==> src/rtl/nv_access_consts.svh <==
// constants for the nonvolatile data store and its access controller
`ifndef NV_ACCESS_CONSTS_SVH
`define NV_ACCESS_CONSTS_SVH

// store geometry
`define NV_DEPTH 512
`define NV_LAST_ADDR 9'h1ff

// register indices on the processor i/o port
`define NV_IDX_CONTROL 2'h0
`define NV_IDX_DATA 2'h1
`define NV_IDX_ADDR_LOW 2'h2
`define NV_IDX_ADDR_HIGH 2'h3

// control register bit positions
`define NV_BIT_READ_STROBE 0
`define NV_BIT_WRITE_STROBE 1
`define NV_BIT_MASTER_WE 2
`define NV_BIT_READY_IE 3

// control register reset value
`define NV_CONTROL_RESET 8'h00

// timing
`define NV_SYS_CLK_NS 10
`define NV_WRITE_TIME_NS 8500000
`define NV_WRITE_RC_CYCLES 67584
`define NV_RC_DIV (`NV_WRITE_TIME_NS / `NV_SYS_CLK_NS / `NV_WRITE_RC_CYCLES)
`define NV_READ_STALL 3'h4
`define NV_WRITE_STALL 3'h2
`define NV_MWE_WINDOW 3'h4

// host apb register map
`define NV_APB_CMD 8'h00
`define NV_APB_STATUS 8'h04
`define NV_CMD_DATA_LSB 0
`define NV_CMD_ADDR_LSB 8
`define NV_CMD_WRITE_BIT 24
`define NV_CMD_IRQ_EN_BIT 25
`define NV_STAT_BUSY_BIT 0
`define NV_STAT_LASTWR_BIT 1
`define NV_STAT_IRQ_BIT 2
`define NV_STAT_RDATA_LSB 8

`endif

==> src/rtl/nv_pkg.sv <==
// types shared by both ends of the nonvolatile access link, plus the core's sequencer states
package nv_pkg;
  typedef logic [8:0] nv_addr_t;
  typedef logic [7:0] nv_byte_t;
  typedef logic [1:0] nv_idx_t;
  typedef enum logic [3:0] {
    H_IDLE,
    H_POLL,
    H_CHECK,
    H_ADDR_HIGH,
    H_ADDR_LOW,
    H_DATA,
    H_ARM,
    H_STROBE,
    H_FETCH,
    H_TAKE
  } host_state_t;
endpackage

==> src/rtl/nv_link_if.sv <==
// processor i/o port between the core side and the nonvolatile access device
`timescale 1ns/10ps
interface nv_link_if;
  logic io_sel;
  logic io_write;
  nv_pkg::nv_idx_t io_addr;
  nv_pkg::nv_byte_t io_wdata;
  nv_pkg::nv_byte_t io_rdata;
  logic io_stall;
  logic ready_irq;
  logic global_int_enable;
  logic self_prog_busy;

  modport device (
    input io_sel,
    input io_write,
    input io_addr,
    input io_wdata,
    output io_rdata,
    output io_stall,
    output ready_irq,
    input global_int_enable,
    input self_prog_busy
  );

  modport core (
    output io_sel,
    output io_write,
    output io_addr,
    output io_wdata,
    input io_rdata,
    input io_stall,
    input ready_irq,
    output global_int_enable,
    output self_prog_busy
  );
endinterface

==> src/rtl/nv_access_device.sv <==
// nonvolatile data store with its address, data and control registers
`timescale 1ns/10ps
`include "nv_access_consts.svh"

module nv_access_device #(
  parameter int unsigned WRITE_RC_CYCLES = `NV_WRITE_RC_CYCLES,
  parameter int unsigned RC_DIV = `NV_RC_DIV
) (
  input wire logic sys_clk, // system clock, 100 MHz
  input wire logic sys_rst, // synchronous reset, active high
  nv_link_if.device link, // processor i/o port
  output logic write_busy // a write is being programmed
);
  import nv_pkg::*;

  nv_byte_t mem [0:`NV_DEPTH-1];
  nv_addr_t addr_reg;
  nv_byte_t data_reg;
  nv_addr_t wr_addr_reg;
  nv_byte_t wr_data_reg;
  logic ready_ie_reg;
  logic [2:0] mwe_cnt_reg;
  logic write_strobe_reg;
  logic read_strobe_reg;
  logic [2:0] stall_cnt_reg;
  logic [2:0] stall_cnt_next;
  logic stall_reg;
  logic [16:0] rc_cnt_reg;
  logic [7:0] div_reg;
  nv_byte_t rdata_reg;
  logic irq_reg;

  logic access;
  logic acc_wr;
  logic acc_rd;
  logic wr_ctrl;
  logic start_wr;
  logic start_rd;
  logic rc_tick;
  logic wr_done;

  // requests are taken only while the core is not held
  assign access = link.io_sel && (stall_cnt_reg == 3'h0);
  assign acc_wr = access && link.io_write;
  assign acc_rd = access && !link.io_write;
  assign wr_ctrl = acc_wr && (link.io_addr == `NV_IDX_CONTROL);

  // the enable window is read before this write can rearm it
  assign start_wr = wr_ctrl && link.io_wdata[`NV_BIT_WRITE_STROBE]
    && (mwe_cnt_reg != 3'h0)
    && !write_strobe_reg
    && !link.self_prog_busy;
  assign start_rd = wr_ctrl && link.io_wdata[`NV_BIT_READ_STROBE]
    && !write_strobe_reg;

  assign rc_tick = write_strobe_reg && (div_reg == 8'(RC_DIV - 1));
  assign wr_done = rc_tick && (rc_cnt_reg == 17'(WRITE_RC_CYCLES - 1));

  // oscillator tick derived from the system clock, runs only while writing
  always_ff @(posedge sys_clk) begin
    if (!write_strobe_reg || rc_tick) begin
      div_reg <= 8'h00;
    end else begin
      div_reg <= div_reg + 8'h01;
    end
  end

  // write engine; busy is tested before reset so a reset cannot cut
  // a write short and leave a half-programmed byte
  always_ff @(posedge sys_clk) begin
    if (write_strobe_reg) begin
      if (wr_done) begin
        write_strobe_reg <= 1'b0;
        rc_cnt_reg <= 17'h00000;
      end else if (rc_tick) begin
        rc_cnt_reg <= rc_cnt_reg + 17'h00001;
      end
    end else if (sys_rst) begin
      write_strobe_reg <= 1'b0;
      rc_cnt_reg <= 17'h00000;
    end else if (start_wr) begin
      write_strobe_reg <= 1'b1;
      rc_cnt_reg <= 17'h00000;
      wr_addr_reg <= addr_reg;
      wr_data_reg <= data_reg;
    end
  end

  // storage array, one byte per location
  always_ff @(posedge sys_clk) begin
    if (wr_done) begin
      mem[wr_addr_reg] <= wr_data_reg;
    end
  end

  // address register: no reset, software must load it before use
  always_ff @(posedge sys_clk) begin
    if (acc_wr && !write_strobe_reg) begin
      if (link.io_addr == `NV_IDX_ADDR_HIGH) begin
        addr_reg[8] <= link.io_wdata[0];
      end else if (link.io_addr == `NV_IDX_ADDR_LOW) begin
        addr_reg[7:0] <= link.io_wdata;
      end
    end
  end

  // data register: loaded by software or by a read fetch
  always_ff @(posedge sys_clk) begin
    if (start_rd) begin
      data_reg <= mem[addr_reg];
    end else if (acc_wr && (link.io_addr == `NV_IDX_DATA)) begin
      data_reg <= link.io_wdata;
    end
  end

  // master write enable window counter
  always_ff @(posedge sys_clk) begin
    if (sys_rst) begin
      mwe_cnt_reg <= 3'h0;
    end else if (wr_ctrl && link.io_wdata[`NV_BIT_MASTER_WE]
                 && !link.io_wdata[`NV_BIT_WRITE_STROBE]) begin
      mwe_cnt_reg <= `NV_MWE_WINDOW;
    end else if (mwe_cnt_reg != 3'h0) begin
      mwe_cnt_reg <= mwe_cnt_reg - 3'h1;
    end
  end

  // ready interrupt enable
  always_ff @(posedge sys_clk) begin
    if (sys_rst) begin
      ready_ie_reg <= 1'b0;
    end else if (wr_ctrl) begin
      ready_ie_reg <= link.io_wdata[`NV_BIT_READY_IE];
    end
  end

  // read strobe reads back set until the core is released
  always_ff @(posedge sys_clk) begin
    if (sys_rst) begin
      read_strobe_reg <= 1'b0;
    end else if (start_rd) begin
      read_strobe_reg <= 1'b1;
    end else if (stall_cnt_reg == 3'h1) begin
      read_strobe_reg <= 1'b0;
    end
  end

  // processor hold after a read or a started write
  always_comb begin
    stall_cnt_next = stall_cnt_reg;
    if (start_rd) begin
      stall_cnt_next = `NV_READ_STALL;
    end else if (start_wr) begin
      stall_cnt_next = `NV_WRITE_STALL;
    end else if (stall_cnt_reg != 3'h0) begin
      stall_cnt_next = stall_cnt_reg - 3'h1;
    end
  end

  always_ff @(posedge sys_clk) begin
    if (sys_rst) begin
      stall_cnt_reg <= 3'h0;
      stall_reg <= 1'b0;
    end else begin
      stall_cnt_reg <= stall_cnt_next;
      stall_reg <= (stall_cnt_next != 3'h0);
    end
  end

  // register read-back, valid the cycle after the request
  always_ff @(posedge sys_clk) begin
    if (sys_rst) begin
      rdata_reg <= 8'h00;
    end else if (acc_rd) begin
      if (link.io_addr == `NV_IDX_CONTROL) begin
        rdata_reg <= {4'h0, ready_ie_reg, (mwe_cnt_reg != 3'h0),
                      write_strobe_reg, read_strobe_reg};
      end else if (link.io_addr == `NV_IDX_DATA) begin
        rdata_reg <= data_reg;
      end else if (link.io_addr == `NV_IDX_ADDR_LOW) begin
        rdata_reg <= addr_reg[7:0];
      end else begin
        rdata_reg <= {7'h00, addr_reg[8]};
      end
    end
  end

  // level request, not a flag: it drops as soon as a write starts
  always_ff @(posedge sys_clk) begin
    if (sys_rst) begin
      irq_reg <= 1'b0;
    end else begin
      irq_reg <= ready_ie_reg && link.global_int_enable
        && !write_strobe_reg && !start_wr;
    end
  end

  assign link.io_rdata = rdata_reg;
  assign link.io_stall = stall_reg;
  assign link.ready_irq = irq_reg;
  assign write_busy = write_strobe_reg;
endmodule

==> src/flat_wrapper.sv <==
// flat-port wrapper written by rule: the top's interface ports become plain ports
module nv_access_device_flat import nv_pkg::*;
#(
  parameter int unsigned WRITE_RC_CYCLES = `NV_WRITE_RC_CYCLES,
  parameter int unsigned RC_DIV = `NV_RC_DIV
)
  (sys_clk, sys_rst, write_busy, link_io_sel, link_io_write, link_io_addr, link_io_wdata, link_io_rdata, link_io_stall, link_ready_irq, link_global_int_enable, link_self_prog_busy);
  nv_link_if link_i ();
  input wire logic sys_clk;
  input wire logic sys_rst;
  output logic write_busy;
  input wire logic [$bits(link_i.io_sel)-1:0] link_io_sel;
  input wire logic [$bits(link_i.io_write)-1:0] link_io_write;
  input wire logic [$bits(link_i.io_addr)-1:0] link_io_addr;
  input wire logic [$bits(link_i.io_wdata)-1:0] link_io_wdata;
  output wire logic [$bits(link_i.io_rdata)-1:0] link_io_rdata;
  output wire logic [$bits(link_i.io_stall)-1:0] link_io_stall;
  output wire logic [$bits(link_i.ready_irq)-1:0] link_ready_irq;
  input wire logic [$bits(link_i.global_int_enable)-1:0] link_global_int_enable;
  input wire logic [$bits(link_i.self_prog_busy)-1:0] link_self_prog_busy;
  assign link_i.io_sel = link_io_sel;
  assign link_i.io_write = link_io_write;
  assign link_i.io_addr = link_io_addr;
  assign link_i.io_wdata = link_io_wdata;
  assign link_io_rdata = link_i.io_rdata;
  assign link_io_stall = link_i.io_stall;
  assign link_ready_irq = link_i.ready_irq;
  assign link_i.global_int_enable = link_global_int_enable;
  assign link_i.self_prog_busy = link_self_prog_busy;
  nv_access_device #(.WRITE_RC_CYCLES(WRITE_RC_CYCLES), .RC_DIV(RC_DIV)) u_core (.sys_clk(sys_clk), .sys_rst(sys_rst), .link(link_i), .write_busy(write_busy));
endmodule
==> config.mk <==
export PLATFORM = sky130hd
export DESIGN_NAME = nv_access_device_flat
export DESIGN_NICKNAME = d
export VERILOG_FILES = /design/src/rtl/nv_pkg.sv /design/src/rtl/nv_link_if.sv /design/src/rtl/nv_access_device.sv /design/src/flat_wrapper.sv
export VERILOG_INCLUDE_DIRS = /design/src /design/src/rtl
export SDC_FILE = /design/constraint.sdc
export NUM_CORES = 2
export LEC_CHECK = 0
export BUFFER_PORTS_ARGS = -buffer_cell sky130_fd_sc_hd__buf_2
export CORE_UTILIZATION = 45
export DETAILED_ROUTE_END_ITERATION = 8
export PLACE_DENSITY = 0.67
export SYNTH_ARGS = -nofsm -noshare
export SYNTH_HDL_FRONTEND = slang
export SYNTH_SLANG_ARGS = --single-unit
export TNS_END_PERCENT = 10
==> constraint.sdc <==
create_clock -name sys_clk -period 7.05 [get_ports sys_clk]
set_input_delay 1.0575 -clock sys_clk [delete_from_list [all_inputs] [get_ports sys_clk]]
set_output_delay 1.0575 -clock sys_clk [all_outputs]
set_load 0.01 [all_outputs]
==> metrics.txt <==
number of global-route vias before repair=about 78000; fin crit period=5.30 ns; via count=78044; die footprint=~0.36 sq mm; area delta synth->final=11.4%; WL/cell=32.5 um; static leakage=about 55 nW; io pins=27; Power Internal=39.2 mW; # clock sinks=between 4000 and 5000; post-synthesis cell type count=between 60 and 70; CTS tree=yes; Fill cells=27442; Arrival @ worst endpoint=~6.0 ns; GRT overflow=0; Peak VDD IR=just over 0.0002 V; final hold slack=0.404 ns; FF/Latch Area=between 0.1 and 0.15 sq mm; Syn. warnings=0; NetSw=about 9.3 mW; Die Y=about 600 um; Port Buffers=26; Power, Total=between 40 and 50 mW; Cell Pwr Density=269 mW/mm^2; sequential share of the synthesized area=~77%; most common cell after layout, fill and taps aside=edfxtp_1; Worst Tran Pin Value=1.63 ns; final worst path period share=approximately three quarters; failing checks=slew limit; Relative slew margins=-8.70%; CTS Hold Bufs=0; Syn Nets=approximately 7400; final setup vio count=0; first-pass GRT wire length=583000 um; total of max-cap violations=0; initial core utilization=roughly 45%; CP max-delay cell=edfxtp_1; pin count of the biggest net entering global routing=around 230; Worst Path Required=roughly 7.8 ns; Clock H-tree levels=5; Final ANT Viol Nets=0; DRT iter0 DRCs=around 11000; Mapped Cells=roughly 7300; num rows=between 200 and 250; CP max stage delay=between 1 and 1.5 ns; Placer Congestion=slightly above 0.9; detailed placer's ending HPWL=between 200000 and 250000 um; insertion delay to the later sink of the worst-skew pair=roughly 0.93 ns; fraction of power spent switching nets=about a fifth; Post-synth top flop=edfxtp_1; Synth Cell Area=approximately 0.16 sq mm; Total GRT Usage=22.3%; share of post-route cells with drive strength above 1=a little under a quarter; Reg clk slew, reported paths=roughly 0.060 ns; root buffer cell=clkbuf_16; Residual DRC=0; vias per cell=a little over 6; Nets=7496; area occupied by multi-input gates=0.0343 sq mm; drt total wl=408000 um; element type at the critical path end=flip-flop; combinational fraction of design power=less than 1%; pins over their slew limit=between 100 and 150; Avg Cell Area, Syn=~22 sq um; Top delay family on crit path=compound AO/OA/AOI/OAI gates; Final Skew=~0.06 ns; max FFs per register=4096; CTS max path bufs=4; power share of the sequential group=55.5%; FFs w/ async S/R, synth=0%; Clock power frac=44.2%; core area=approximately 0.36 sq mm; Setup CP Type=reg -> reg; Post-synth EDFFs=roughly 4100; kind of start point of the critical path=flip-flop; setup bufs post-CTS=0; status=finished, violations left; Pre-Repair DR Iteration Count=5; most frequent cells in the layout=edfxtp_1 (4147), mux4_2 (1066), nor2_1 (587), clkbuf_16 (405), mux2i_1 (248); Hold Path Class=in -> reg; chip width=602 um; RSZ-0062 raised after global routing=false; Fmax=around 0.19 GHz; cell breakdown of the critical path=buf_4 -> buf_12 -> buf_4 -> mux4_2 -> mux4_2 -> o22ai_1 -> o311ai_0 -> o2111ai_1 -> nand3_1; critical-path maximum fanout=54; final-report hold violation count=0; cts bufs inserted=399; # resized after CTS=0; Synth Register Bits=4174; CP Buf/Inv Count=3; initial antenna violation count=8
[power groups by stage]
stage / combinational [mW] / sequential, mW / clock, mW
3_5_place_dp: 0.176 / 27.4 / 0
5_1_grt: 0.192 / 26.9 / 22.5
3_3_place_gp: 0.167 / 27.4 / 0
2_1_floorplan: 0.108 / 27.4 / 0
6_report: 0.178 / 26.9 / 21.4
4_1_cts: 0.178 / 26.9 / 21.6
[metal layers]
layer | part of all wire [%] | global-route usage [%]
met2 | 47 | 34.9
met3 | 9.9 | 4.95
met1 | 39 | 30.9
met5 | 0.0074 | 0
met4 | 4.4 | 8.64
[cell usage after synthesis, drive strengths merged (6+ instances only)]
| cell type | instances | area [sq um] |
|---|---|---|
| a2bb2oi | 6 | 52.6 |
| and3 | 9 | 56.3 |
| o211ai | 15 | 118 |
| a22oi | 82 | 616 |
| ha | 7 | 87.6 |
| o2111ai | 10 | 87.6 |
| a21oi | 51 | 255 |
| o221ai | 106 | 935 |
| xnor2 | 10 | 87.6 |
| or3 | 7 | 43.8 |
| and2 | 6 | 37.5 |
| a22o | 12 | 105 |
| nor4 | 14 | 87.6 |
| a2111oi | 6 | 58.8 |
| nor3b | 6 | 45.0 |
| a211oi | 36 | 270 |
| nand2b | 9 | 56.3 |
| nand2 | 84 | 315 |
| clkbuf | 194 | 728 |
| o22ai | 86 | 538 |
| edfxtp | 4147 | 125000 |
| nor2b | 23 | 144 |
| inv | 12 | 45.0 |
| mux4 | 1066 | 24000 |
| nand3 | 35 | 175 |
| buf | 250 | 1850 |
| a21boi | 35 | 263 |
| mux2i | 248 | 2480 |
| nor3 | 16 | 80.1 |
| a221oi | 8 | 70.1 |
| nor2 | 588 | 2210 |
| nand4 | 13 | 81.3 |
| o21ai | 47 | 235 |
| xor2 | 11 | 96.3 |
| dfxtp | 27 | 541 |
[final cells by class]
type	count	area share [%]
Antenna cell	3	0.00417
Clock buffer	472	5.76
Sequential cell	4174	69.4
Clock inverter	244	1.40
Tap cell	4751	3.30
Multi-Input combinational cell	2695	19.0
Inverter	14	0.0306
Timing Repair Buffer	189	1.05
[worst register-to-register path, cell delays in order, from the launching register on]
cell	delay, ns
edfxtp_1	1.24
buf_4	0.48
buf_12	0.34
buf_4	0.35
mux4_2	0.27
mux4_2	0.23
o22ai_1	0.13
o311ai_0	0.98
o2111ai_1	0.79
nand3_1	0.30
[path summary, 6_finish.rpt]
check	cells after the start	from	endpoint	slack (ns)
setup / recovery	9	u_core.addr_reg[1]	u_core.data_reg[6]	1.75
hold / removal	2	link_global_int_enable	u_core.link.ready_irq	0.40
setup reg to reg	9	u_core.addr_reg[1]	u_core.data_reg[6]	1.75
hold reg to reg	1	u_core.div_reg[0]	u_core.div_reg[0]	0.48
[cells by family after synthesis]
family	count (synthesis)	synth area share [%]
AO/OA/AOI/OAI	519	2.33
XOR/XNOR	21	0.114
adder cells (fa/ha/maj)	7	0.0541
buffers and inverters	458	1.63
flip-flops	4174	77.3
multiplexers	1318	16.4
AND/OR/NAND/NOR	830	2.16
[metrics by stage]
| stage | setup WS (ns) | area [sq um] | TNS [ns] | util, % | std cells |
|---|---|---|---|---|---|
| floorplan | -0.543 | 162000 | -2224.73 | - | 7327 |
| global placement | 1.98 | 167000 | 0 | 46.9 | 11823 |
| detailed placement | 2.00 | 167000 | 0 | 46.9 | 11823 |
| CTS | 1.99 | 180000 | 0 | 50.5 | 12539 |
| global route | 1.82 | 180000 | 0 | 50.5 | 12540 |
| finish | 1.75 | 180000 | 0 | 50.5 | 12542 |
(Power assumes the default switching activity.)
